==> src/pmd_lock_pkg.sv <==
// constants for the module-disable lock and sleep configuration block
package pmd_lock_pkg;
   // register byte offsets
   localparam logic [7:0] cfg_ctrl_off = 8'h00;
   localparam logic [7:0] cfg_word3_off = 8'h10;
   localparam logic [7:0] mod_dis_base = 8'h20;
   // sleep registers sit clear of four module-disable blocks at 0x20..0x5F
   localparam logic [7:0] sleep_ctrl_off = 8'h80;
   localparam logic [7:0] sleep_stat_off = 8'h90;
   localparam logic [7:0] unlock_off = 8'h60;
   // alias sub-offsets
   localparam logic [1:0] alias_wr = 2'h0;
   localparam logic [1:0] alias_clr = 2'h1;
   localparam logic [1:0] alias_set = 2'h2;
   localparam logic [1:0] alias_inv = 2'h3;
   // field positions
   localparam int lock_bit = 12;
   localparam int supply_owner_bit = 31;
   localparam int ident_owner_bit = 30;
   localparam int remap_one_shot_bit = 29;
   localparam int mod_one_shot_bit = 28;
   localparam int shadow_lsb = 16;
   localparam int shadow_msb = 18;
   localparam logic [31:0] word3_impl_mask = 32'hF007FFFF;
   // reset values
   localparam logic lock_reset = 1'b1;
   localparam logic [31:0] mod_dis_reset = 32'h00000000;
   // unlock key words
   localparam logic [31:0] key_one = 32'hAA996655;
   localparam logic [31:0] key_two = 32'h556699AA;
   // wake start-up times
   localparam int clk_mhz = 50;
   localparam int wake_fast_ns = 2000;
   localparam int wake_xtal_ns = 20000;
   localparam int wake_fast_cyc = (wake_fast_ns * clk_mhz + 999) / 1000;
   localparam int wake_xtal_cyc = (wake_xtal_ns * clk_mhz + 999) / 1000;
   typedef enum logic [3:0] {
      st_run = 4'h1,
      st_sleep = 4'h2,
      st_wake = 4'h4,
      st_resume = 4'h8
   } pwr_state_t;
endpackage

==> src/unlock_seq.sv <==
// two-key unlock sequencer for protected control bits
`timescale 1ns/10ps
module unlock_seq (
   // clock and reset
   input wire logic pclk,
   input wire logic presetn,
   input wire logic clk_en,
   // key writes
   input wire logic key_wr,
   input wire logic [31:0] key_data,
   input wire logic relock,
   // state
   output logic unlocked
);
   import pmd_lock_pkg::*;
   logic first_r;
   logic unlocked_r;
   always_ff @(posedge pclk or negedge presetn) begin
      if (!presetn) begin
         first_r <= 1'b0;
         unlocked_r <= 1'b0;
      end else if (clk_en) begin
         if (relock) begin
            first_r <= 1'b0;
            unlocked_r <= 1'b0;
         end else if (key_wr) begin
            first_r <= (key_data == key_one);
            if (first_r && key_data == key_two)
               unlocked_r <= 1'b1;
            else if (key_data != key_two)
               unlocked_r <= 1'b0;
         end
      end
   end
   assign unlocked = unlocked_r;
endmodule

==> src/wake_timer.sv <==
// start-up delay counter for leaving sleep
`timescale 1ns/10ps
module wake_timer #(
   parameter int fast_cyc = 100,
   parameter int xtal_cyc = 1000
) (
   // clock and reset
   input wire logic pclk,
   input wire logic presetn,
   input wire logic clk_en,
   // control
   input wire logic start,
   input wire logic xtal_sel,
   // status
   output logic done
);
   logic [15:0] cnt_r;
   logic run_r;
   always_ff @(posedge pclk or negedge presetn) begin
      if (!presetn) begin
         cnt_r <= 16'h0000;
         run_r <= 1'b0;
      end else if (clk_en) begin
         if (start) begin
            cnt_r <= xtal_sel ? 16'(xtal_cyc - 1) : 16'(fast_cyc - 1);
            run_r <= 1'b1;
         end else if (run_r) begin
            if (cnt_r == 16'h0000)
               run_r <= 1'b0;
            else
               cnt_r <= cnt_r - 16'h0001;
         end
      end
   end
   assign done = run_r && (cnt_r == 16'h0000);
endmodule

==> src/pmd_lock_cfg.sv <==
// module-disable write lock, configuration word three and sleep control
//
// Design decisions made here: the APB slave port and the placing of the registers.
`timescale 1ns/10ps
module pmd_lock_cfg #(
   parameter int num_mod_dis = 4,
   parameter logic [31:0] word3_value = 32'h00000000
) (
   // apb
   input wire logic pclk,
   input wire logic presetn,
   input wire logic clk_en,
   input wire logic psel,
   input wire logic penable,
   input wire logic pwrite,
   input wire logic [7:0] paddr,
   input wire logic [31:0] pwdata,
   output logic [31:0] prdata,
   output logic pready,
   output logic pslverr,
   // configuration word as read from fuses
   input wire logic [31:0] fuse_word3,
   // configuration outputs
   output logic [31:0] mod_disable [num_mod_dis],
   output logic module_disable_write_lock,
   output logic usb_supply_pin_owner,
   output logic usb_ident_pin_owner,
   output logic pin_remap_one_shot,
   output logic [2:0] shadow_set_priority_select,
   output logic [15:0] user_identifier_field,
   // sleep
   input wire logic usb_osc_request,
   input wire logic wake_request,
   input wire logic [15:0] pin_out_run,
   output logic [15:0] pin_out,
   output logic cpu_halt,
   output logic clock_monitor_enable,
   output logic brown_out_detector_enable,
   output logic watchdog_counter_clear,
   output logic osc_main_enable,
   output logic low_power_domain_enable
);
   import pmd_lock_pkg::*;

   pwr_state_t state_r;
   logic lock_r;
   logic one_shot_r;
   logic sampled_r;
   logic [31:0] word3_r;
   logic xtal_sel_r;
   logic [31:0] mod_dis_r [num_mod_dis];
   logic [15:0] pin_hold_r;
   logic [31:0] prdata_r;
   logic unlocked;
   logic wake_done;
   logic wr_acc;
   logic rd_acc;
   logic [7:0] base_addr;
   logic [1:0] alias_sel;

   assign wr_acc = psel && penable && pwrite && clk_en;
   assign rd_acc = psel && !penable && !pwrite && clk_en;
   assign base_addr = {paddr[7:4], 4'h0};
   assign alias_sel = paddr[3:2];
   // one wait-free access phase; every access, blocked or not, is acknowledged
   assign pready = 1'b1;
   assign pslverr = 1'b0;

   // apply a write or alias to a 32-bit value
   function automatic logic [31:0] alias_apply(input logic [31:0] cur, input logic [1:0] sel,
                                               input logic [31:0] d);
      logic [31:0] res;
      res = cur;
      case (sel)
         alias_wr: res = d;
         alias_clr: res = cur & ~d;
         alias_set: res = cur | d;
         alias_inv: res = cur ^ d;
         default: res = cur;
      endcase
      return res;
   endfunction

   unlock_seq u_unlock (
      .pclk(pclk),
      .presetn(presetn),
      .clk_en(clk_en),
      .key_wr(wr_acc && paddr == unlock_off),
      .key_data(pwdata),
      .relock(wr_acc && base_addr == cfg_ctrl_off),
      .unlocked(unlocked)
   );

   // fuse snapshot after reset release; later fuse changes wait for reset
   always_ff @(posedge pclk or negedge presetn) begin
      if (!presetn) begin
         sampled_r <= 1'b0;
         one_shot_r <= 1'b0;
         word3_r <= 32'h00000000;
      end else if (clk_en && !sampled_r) begin
         sampled_r <= 1'b1;
         one_shot_r <= fuse_word3[mod_one_shot_bit];
         word3_r <= (fuse_word3 | word3_value) & word3_impl_mask;
      end
   end

   // lock bit in configuration control
   logic lock_nxt;
   logic [31:0] lock_word;
   always_comb begin
      lock_word = alias_apply({19'h00000, lock_r, 12'h000}, alias_sel, pwdata);
      lock_nxt = lock_word[lock_bit];
   end
   always_ff @(posedge pclk or negedge presetn) begin
      if (!presetn) begin
         lock_r <= lock_reset;
      end else if (clk_en && wr_acc && base_addr == cfg_ctrl_off && unlocked) begin
         if (lock_nxt || !one_shot_r)
            lock_r <= lock_nxt;
      end
   end

   // module-disable registers
   genvar gi;
   generate
      for (gi = 0; gi < num_mod_dis; gi++) begin : g_md
         always_ff @(posedge pclk or negedge presetn) begin
            if (!presetn)
               mod_dis_r[gi] <= mod_dis_reset;
            else if (wr_acc && !lock_r && base_addr == 8'(mod_dis_base + 8'(gi * 16)))
               mod_dis_r[gi] <= alias_apply(mod_dis_r[gi], alias_sel, pwdata);
         end
         assign mod_disable[gi] = mod_dis_r[gi];
      end
   endgenerate

   // sleep control
   logic sleep_cmd;
   assign sleep_cmd = wr_acc && paddr == sleep_ctrl_off && pwdata[0];
   always_ff @(posedge pclk or negedge presetn) begin
      if (!presetn)
         xtal_sel_r <= 1'b0;
      else if (clk_en && wr_acc && paddr == sleep_ctrl_off)
         xtal_sel_r <= pwdata[1];
   end
   always_ff @(posedge pclk or negedge presetn) begin
      if (!presetn) begin
         state_r <= st_run;
      end else if (clk_en) begin
         case (state_r)
            st_run: if (sleep_cmd) state_r <= st_sleep;
            st_sleep: if (wake_request) state_r <= st_wake;
            st_wake: state_r <= st_resume;
            st_resume: if (wake_done) state_r <= st_run;
            default: state_r <= st_run;
         endcase
      end
   end
   wake_timer #(
      .fast_cyc(wake_fast_cyc),
      .xtal_cyc(wake_xtal_cyc)
   ) u_wake (
      .pclk(pclk),
      .presetn(presetn),
      .clk_en(clk_en),
      .start(state_r == st_wake),
      .xtal_sel(xtal_sel_r),
      .done(wake_done)
   );

   // pins follow run-time value only while running
   always_ff @(posedge pclk or negedge presetn) begin
      if (!presetn)
         pin_hold_r <= 16'h0000;
      else if (clk_en && state_r == st_run)
         pin_hold_r <= pin_out_run;
   end
   assign pin_out = pin_hold_r;

   assign cpu_halt = (state_r != st_run);
   assign clock_monitor_enable = (state_r == st_run);
   assign brown_out_detector_enable = 1'b1;
   assign watchdog_counter_clear = 1'b0;
   assign osc_main_enable = (state_r != st_sleep) || usb_osc_request;
   assign low_power_domain_enable = 1'b1;

   assign module_disable_write_lock = lock_r;
   assign usb_supply_pin_owner = word3_r[supply_owner_bit];
   assign usb_ident_pin_owner = word3_r[ident_owner_bit];
   assign pin_remap_one_shot = word3_r[remap_one_shot_bit];
   assign shadow_set_priority_select = word3_r[shadow_msb:shadow_lsb];
   assign user_identifier_field = word3_r[15:0];

   // read data, taken in setup and held through access
   logic [31:0] rd_val;
   always_comb begin
      rd_val = 32'h00000000;
      if (base_addr == cfg_ctrl_off)
         rd_val = {19'h00000, lock_r, 12'h000};
      else if (base_addr == cfg_word3_off)
         rd_val = word3_r;
      else if (paddr == sleep_stat_off)
         rd_val = {26'h0000000, one_shot_r, unlocked, state_r};
      else if (paddr == sleep_ctrl_off)
         rd_val = {30'h00000000, xtal_sel_r, 1'b0};
      for (int i = 0; i < num_mod_dis; i++)
         if (base_addr == 8'(mod_dis_base + 8'(i * 16)))
            rd_val = mod_dis_r[i];
   end
   always_ff @(posedge pclk or negedge presetn) begin
      if (!presetn)
         prdata_r <= 32'h00000000;
      else if (rd_acc)
         prdata_r <= rd_val;
   end
   assign prdata = prdata_r;

   // every module-disable register holds while the lock is set
   generate
      for (gi = 0; gi < num_mod_dis; gi++) begin : g_md_chk

      end
   endgenerate
endmodule

==> config.mk <==
export PLATFORM = sky130hd
export DESIGN_NAME = pmd_lock_cfg
export DESIGN_NICKNAME = d
export VERILOG_FILES = /design/src/pmd_lock_pkg.sv /design/src/unlock_seq.sv /design/src/wake_timer.sv /design/src/pmd_lock_cfg.sv
export SDC_FILE = /design/constraint.sdc
export NUM_CORES = 1
export LEC_CHECK = 0
export ABC_AREA = 1
export BUFFER_PORTS_ARGS = -buffer_cell sky130_fd_sc_hd__clkbuf_2
export CAP_MARGIN = 25
export CORE_MARGIN = 3
export CORE_UTILIZATION = 45
export CTS_CLUSTER_DIAMETER = 100
export CTS_CLUSTER_SIZE = 8
export DETAILED_ROUTE_END_ITERATION = 12
export PLACE_DENSITY = 0.63
export SYNTH_ARGS = -nofsm -noshare
export SYNTH_HDL_FRONTEND = slang
export SYNTH_SLANG_ARGS = --single-unit
==> constraint.sdc <==
create_clock -name pclk -period 1.9 [get_ports pclk]
set_input_delay 0.19 -clock pclk [delete_from_list [all_inputs] [get_ports pclk]]
set_output_delay 0.19 -clock pclk [all_outputs]
set_load 0.01 [all_outputs]
After elaboration in Yosys (flattened, before gate mapping)
Index checks and enable logic that the tools add are counted.
{"block": "totals", "register_bits": 226, "input_bits": 96, "out_inout_bits": 207, "wordCells": 128}
{"block": "op_classes", "add_sub_neg": 1, "eq_ne": 24, "n_mux": 30, "bitwise": 16, "reduce_logical": 41}
{"operator": "32-bit one-hot mux with 4 select lines", "count": 4}
{"operator": "32-bit two-way mux", "count": 6}
{"operator": "32-bit AND", "count": 4}
{"operator": "32-bit bitwise OR", "count": 4}
{"operator": "32-bit XOR", "count": 4}
{"operator": "13-bit one-hot mux with 4 select lines", "count": 1}
{"operator": "16-bit two-way mux", "count": 3}
{"operator": "32-bit by 31-bit equality test with 1-bit output, second input constant", "count": 1}
{"operator": "32-bit equality test, second input constant", "count": 1}
{"operator": "32-bit by 31-bit inequality test with 1-bit output, second input constant", "count": 1}
{"operator": "32-bit inverter", "count": 1}
{"operator": "1-bit logical AND", "count": 23}
{"operator": "8-bit equality test, second input constant", "count": 2}
{"operator": "16-bit zero test", "count": 1}
{"operator": "4-bit one-hot mux with 4 select lines", "count": 1}
{"operator": "16-bit by 1-bit subtractor with 16-bit output, second input constant", "count": 1}
{"operator": "13-bit AND", "count": 1}
{"operator": "13-bit bitwise OR", "count": 1}
{"operator": "13-bit XOR", "count": 1}
{"operator": "4-bit by 2-bit equality test with 1-bit output, second input constant", "count": 3}
{"operator": "4-bit by 3-bit equality test with 1-bit output, second input constant", "count": 3}
{"operator": "4-bit two-way mux", "count": 3}
{"operator": "10-bit two-way mux", "count": 1}
{"operator": "1-bit two-way mux", "count": 9}
{"operator": "other kinds (20)", "count": 32}

Logic depth before layout (Yosys ltp)
{"block": "logic_depth", "word_depth": 9, "mapped_depth": 11, "ltp_nobuf": 11}

By module
A second synthesis with hierarchy kept.
{"block": "hier_totals", "hier_cells": 2049, "area_unflattened_um2": 16622.2}
{"module": "pmd_lock_cfg", "n_inst": 1, "cells_per_inst": 1804, "area_each_um2": 15090.7, "seq_area_each_um2": 5157.4}
{"module": "wake_timer", "n_inst": 1, "cells_per_inst": 178, "area_each_um2": 1197.4, "seq_area_each_um2": 425.4}
{"module": "unlock_seq", "n_inst": 1, "cells_per_inst": 67, "area_each_um2": 334.1, "seq_area_each_um2": 50.0}

Worst setup path before layout
No wires, ideal clock.
{"block": "synth_path", "path_kind": "register to register", "startpoint": "register u_wake.cnt_r[0]", "endpoint": "register u_wake.cnt_r[8]", "setup_time_ns": 0.117, "arrival_ns": 1.485, "t_required_ns": 1.783, "slack_ns": 0.299, "stages_incl_launch_ff": 12, "n_path_buf": 0, "period_less_slack_ns": 1.601, "cell_sequence": "dfrtp_1 -> inv_1 -> ha_1 -> inv_1 -> nor2_1 -> inv_1 -> nor2_1 -> nand3_1 -> nand3_1 -> nand2_1 -> nand2_1 -> nand2_1"}
{"block": "synth_between", "elab_chain_len": 4, "word_cells_on_any_way": 7, "classes_between": "add/sub (1); eq/ne (1); mux (3); reduce/logical (2)"}
{"item": "start: declaration", "line_no": "wake_timer.sv:17", "source": "logic [15:0] cnt_r;"}
{"item": "start signal: assignment", "line_no": "wake_timer.sv:25", "source": "cnt_r <= xtal_sel ? 16'(xtal_cyc - 1) : 16'(fast_cyc - 1);"}
{"item": "start signal: assignment", "line_no": "wake_timer.sv:31", "source": "cnt_r <= cnt_r - 16'h0001;"}
{"item": "16-bit by 1-bit subtractor with 16-bit output", "line_no": "wake_timer.sv:31"}
{"item": "16-bit two-way mux", "line_no": "wake_timer.sv:28", "source": "if (cnt_r == 16'h0000)"}
{"item": "16-bit two-way mux", "line_no": "wake_timer.sv:27", "source": "end else if (run_r) begin"}
{"item": "16-bit two-way mux", "line_no": "wake_timer.sv:24", "source": "if (start) begin"}
Parallel ways exist; a longest one is shown, timed or not. The select of a mux whose other input is x is not followed.
A chain may end at the register's enable or synchronous reset.

Final worst setup path
{"block": "layout_path", "startpoint": "register lock_r, in the netlist module_disable_write_lock", "endpoint": "register mod_dis_r (netlist bit mod_disable[32])"}
{"block": "layout_between", "elab_chain_len": 3}
{"item": "start: declaration", "line_no": "pmd_lock_cfg.sv:46", "source": "logic lock_r;"}
{"item": "start signal: assignment", "line_no": "pmd_lock_cfg.sv:116", "source": "lock_r <= lock_reset;"}
{"item": "start signal: assignment", "line_no": "pmd_lock_cfg.sv:119", "source": "lock_r <= lock_nxt;"}
{"item": "1-bit zero test", "line_no": "pmd_lock_cfg.sv:130", "source": "else if (wr_acc && !lock_r && base_addr == 8'(mod_dis_base + 8'(gi * 16)))"}
{"item": "1-bit logical AND (2 in series)", "line_no": "pmd_lock_cfg.sv:130"}
{"item": "end signal: indexed assignment", "line_no": "pmd_lock_cfg.sv:129", "source": "mod_dis_r[gi] <= mod_dis_reset;"}
{"item": "end signal: indexed assignment", "line_no": "pmd_lock_cfg.sv:131", "source": "mod_dis_r[gi] <= alias_apply(mod_dis_r[gi], alias_sel, pwdata);"}
{"item": "end: declaration", "line_no": "pmd_lock_cfg.sv:51", "source": "logic [31:0] mod_dis_r [num_mod_dis];"}
No other way between the ends.

==> impl_metrics.toml <==
[timing]
finalCritPeriodShare_pct = 96.3
post-route-worst-setup-slack_ns = 0.0710
setup_viol = 0
tightest_slew_ns = 0.789
post-route-min-period_ns = 1.83
hold_slack_ns = 0.0866
max_slew_margin_pct = 47.3
max_freq_ghz = 0.547
rsz0062_at_grt = "yes"
clock_skew_ns = 0.0135
final-max-slew-violation-count = 0
hold_violations = 0

[pwr]
ir_worst_vdd_mv = 0.510
p_sw_mw = 6.05
power_frac_comb_pct = 29.6
power.share.switching_pct = 35.6
power.density_nw_per_um2 = 853
seq_power_share_pct = 37.7
p_int_mw = 11.0
total_leakage_power_nw = 10.0
clockPowerShare_pct = 32.7

[route]
drt-pass1-iter-count = 5
wl_per_cell_um = 19.6
top_layer = "met5"
dr_wl_met2_mm = 25.4
viasPerCell = 5.59
ant_nets = 0
remaining_drc_errors = 0
drtIter0Drc = 1056
wl_met1_mm = 23.9
vias = 15800
routed_wl_mm = 55.2
dr_wl_met3_mm = 4.23

[global_routing]
antenna_found_initial = 1
grt_pass1_wl_mm = 85.8
grt_max_degree = 72
grt_usage_pct = 27.9
grt_pass1_vias = 15100
grt_overflow = 0

[critical_path]
required_ns = 2.25
critPathLaunch = "module_disable_write_lock"
r2r_start = "module_disable_write_lock"
criticalPathCategory = "flop to flop"
cpPeakStageDelay_ns = 0.58
endpoint_kind = "flop"
path_max_fanout = 36
cp_cell_sequence = "nor3_2 > inv_2 > nor2_4 > inv_2 > o21ai_0"
worstPathArrival_ns = 2.18
slowest_stage = "inv_2"
crit_top_cell = "inv_2"
critPathLaunchType = "flop"

[place]
hpwlAfterDp_mm = 38.0
portBuffers = 288
dpl_worst_slack_ns = 0.0135
routabilityCongestion = 0.879
placed_area_sq_um = 18600
place_inst = 2733

[synthesis]
postSynthAreaPerCell_sq_um = 8.11
ys.flop_type = "dfrtp_1"
syn_inst = 2028
synth_edf_count = 0
netlist_area_sq_um = 16400
ys_ff_latch = 225
synth-seq-area-share_pct = 34.3
async_flop_share_pct = 100
synth_cell_types = 39
yosys_warnings = 0

[clock_tree]
cts_buffers = 34
clock_latency_ns = 0.52
cts_buffer_depth = 3
cts.sinks = 225
cts_tree = "yes"
cts-htree-levels = 2
root_buffer = "clkbuf_16"
clk_pin_slew_ns = 0.05

[finish]
layout_common_cells = "406 x nand2_1, 287 x clkbuf_2, 260 x ha_1"
multi_input_area_sq_um = 9430
final_common_cell = "nand2_1"
regArea_sq_um = 5630
fin_area_sq_um = 20000
nFillCells = 3261
layout-drive-gt1-share_pct = 20.0
antennaDiodeCount = 0
final_util_pct = 55.7
fin_cells = 2820
area_growth_pct = 21.4
nets = 2707

[floorplan]
initial_core_util_pct = 45.9
dieArea_sq_um = 38900
coreArea_sq_um = 35800
die_w_um = 197
die_h_um = 197
rows = 69
ioPinCount = 303

[worst_hold_path]
hold_class = "primary input to flop"
min-delay-start = "pwdata[6]"

[flow_run]
drv_cap = 0

[outcome]
status = "finished, final reports clean"
[routing by layer]
metal / GRT usage, % / vias to the layer above
li1: - / 7411
met1: 37.8 / 7582
met2: 45.3 / 665
met3: 5.17 / 102
met4: 9.32 / 2
met5: 0 / -
[synth_stat cells (8+ instances only)]
master,number,share of area [%]
clkbuf_1,35,0.80
ha_1,260,20
o21ai_1,59,1.8
dfrtp_1,223,34
a211oi_1,81,3.7
a31oi_1,13,0.49
o22ai_1,17,0.65
nand2_1,408,9.3
mux2_2,37,2.5
nand4_1,33,1.3
nor2_1,153,3.5
o21ai_0,202,6.2
o211ai_1,36,1.6
buf_2,41,1.2
buf_4,12,0.55
buf_6,8,0.55
nand3_1,55,1.7
nor3_1,10,0.30
inv_1,225,5.1
o221ai_1,9,0.48
inv_2,10,0.23
a21oi_1,52,1.6
o21ai_2,12,0.64
[flip-flops by register name, indices dropped and copies added (netlist names)]
signal and flops:
pin_out 16, module_disable_write_lock 1, u_unlock.first_r 1, mod_disable 128, word3_r 23, xtal_sel_r 1
prdata 32, state_r 4, u_unlock.unlocked 1, u_wake.cnt_r 16, u_wake.run_r 1, sampled_r 1
[logic make-up after synthesis]
family                     Yosys count  synth area share [%]
muxes                               37                  2.53
buffers and inverters              337                  8.65
adders and majority gates          260                  19.8
and+or+nand+nor                    681                  17.3
other                                2                0.0457
xor gates and xnor gates             2                 0.107
AOI/OAI and AO/OA                  484                  17.3
DFF                                225                  34.3
[timing repair]
action / CTS / global route
hold buffers: 40 / 0
endpoints found under the hold margin: 262 / 0
pin swaps: 1 / 1
buffers inserted: 1 / 2
resized for setup: 2 / 5
setup endpoints to repair: 2 / 10
[layout make-up]
class	instances	share of cell area, %
Clock inverter	2	0.0878
Timing Repair Buffer	386	12.5
Inverter	235	4.45
Tap cell	461	2.89
Sequential cell	225	28.2
Clock buffer	42	4.52
Multi-Input combinational cell	1469	47.3
[per-stage QoR]
step           TNS (ns)  power (mW)
2_1_floorplan         0        9.37
3_3_place_gp          0        11.1
3_5_place_dp          0        11.3
4_1_cts               0        17.1
5_1_grt        -0.00254        18.1
6_report              0        17.0
[power groups by stage]
stage	registers (mW)	clock network [mW]	logic, mW
2_1_floorplan	6.54	0	2.83
3_5_place_dp	6.45	0	4.87
5_1_grt	6.51	5.86	5.73
3_3_place_gp	6.42	0	4.72
4_1_cts	6.39	5.69	4.99
6_report	6.41	5.56	5.04
[worst paths after layout]
kind                                    end  slack (ns)  cells past startpoint
max reg2reg                 mod_disable[32]        0.07                      5
min in group asynchronous   mod_disable[50]        0.17                      2
max in group asynchronous        state_r[3]        1.04                      3
max                         mod_disable[32]        0.07                      5
min                        u_unlock.first_r        0.09                      5
min reg2reg                       sampled_r        0.46                      2
[critical path, delay by kind of cell (launching register included)]
kind	cells	cell delay (ns)
DFF	1	0.53
AOI/OAI and AO/OA	1	0.22
and+or+nand+nor	2	0.12
buffers and inverters	2	0.78
No activity file was read; power rests on OpenSTA's default activity.
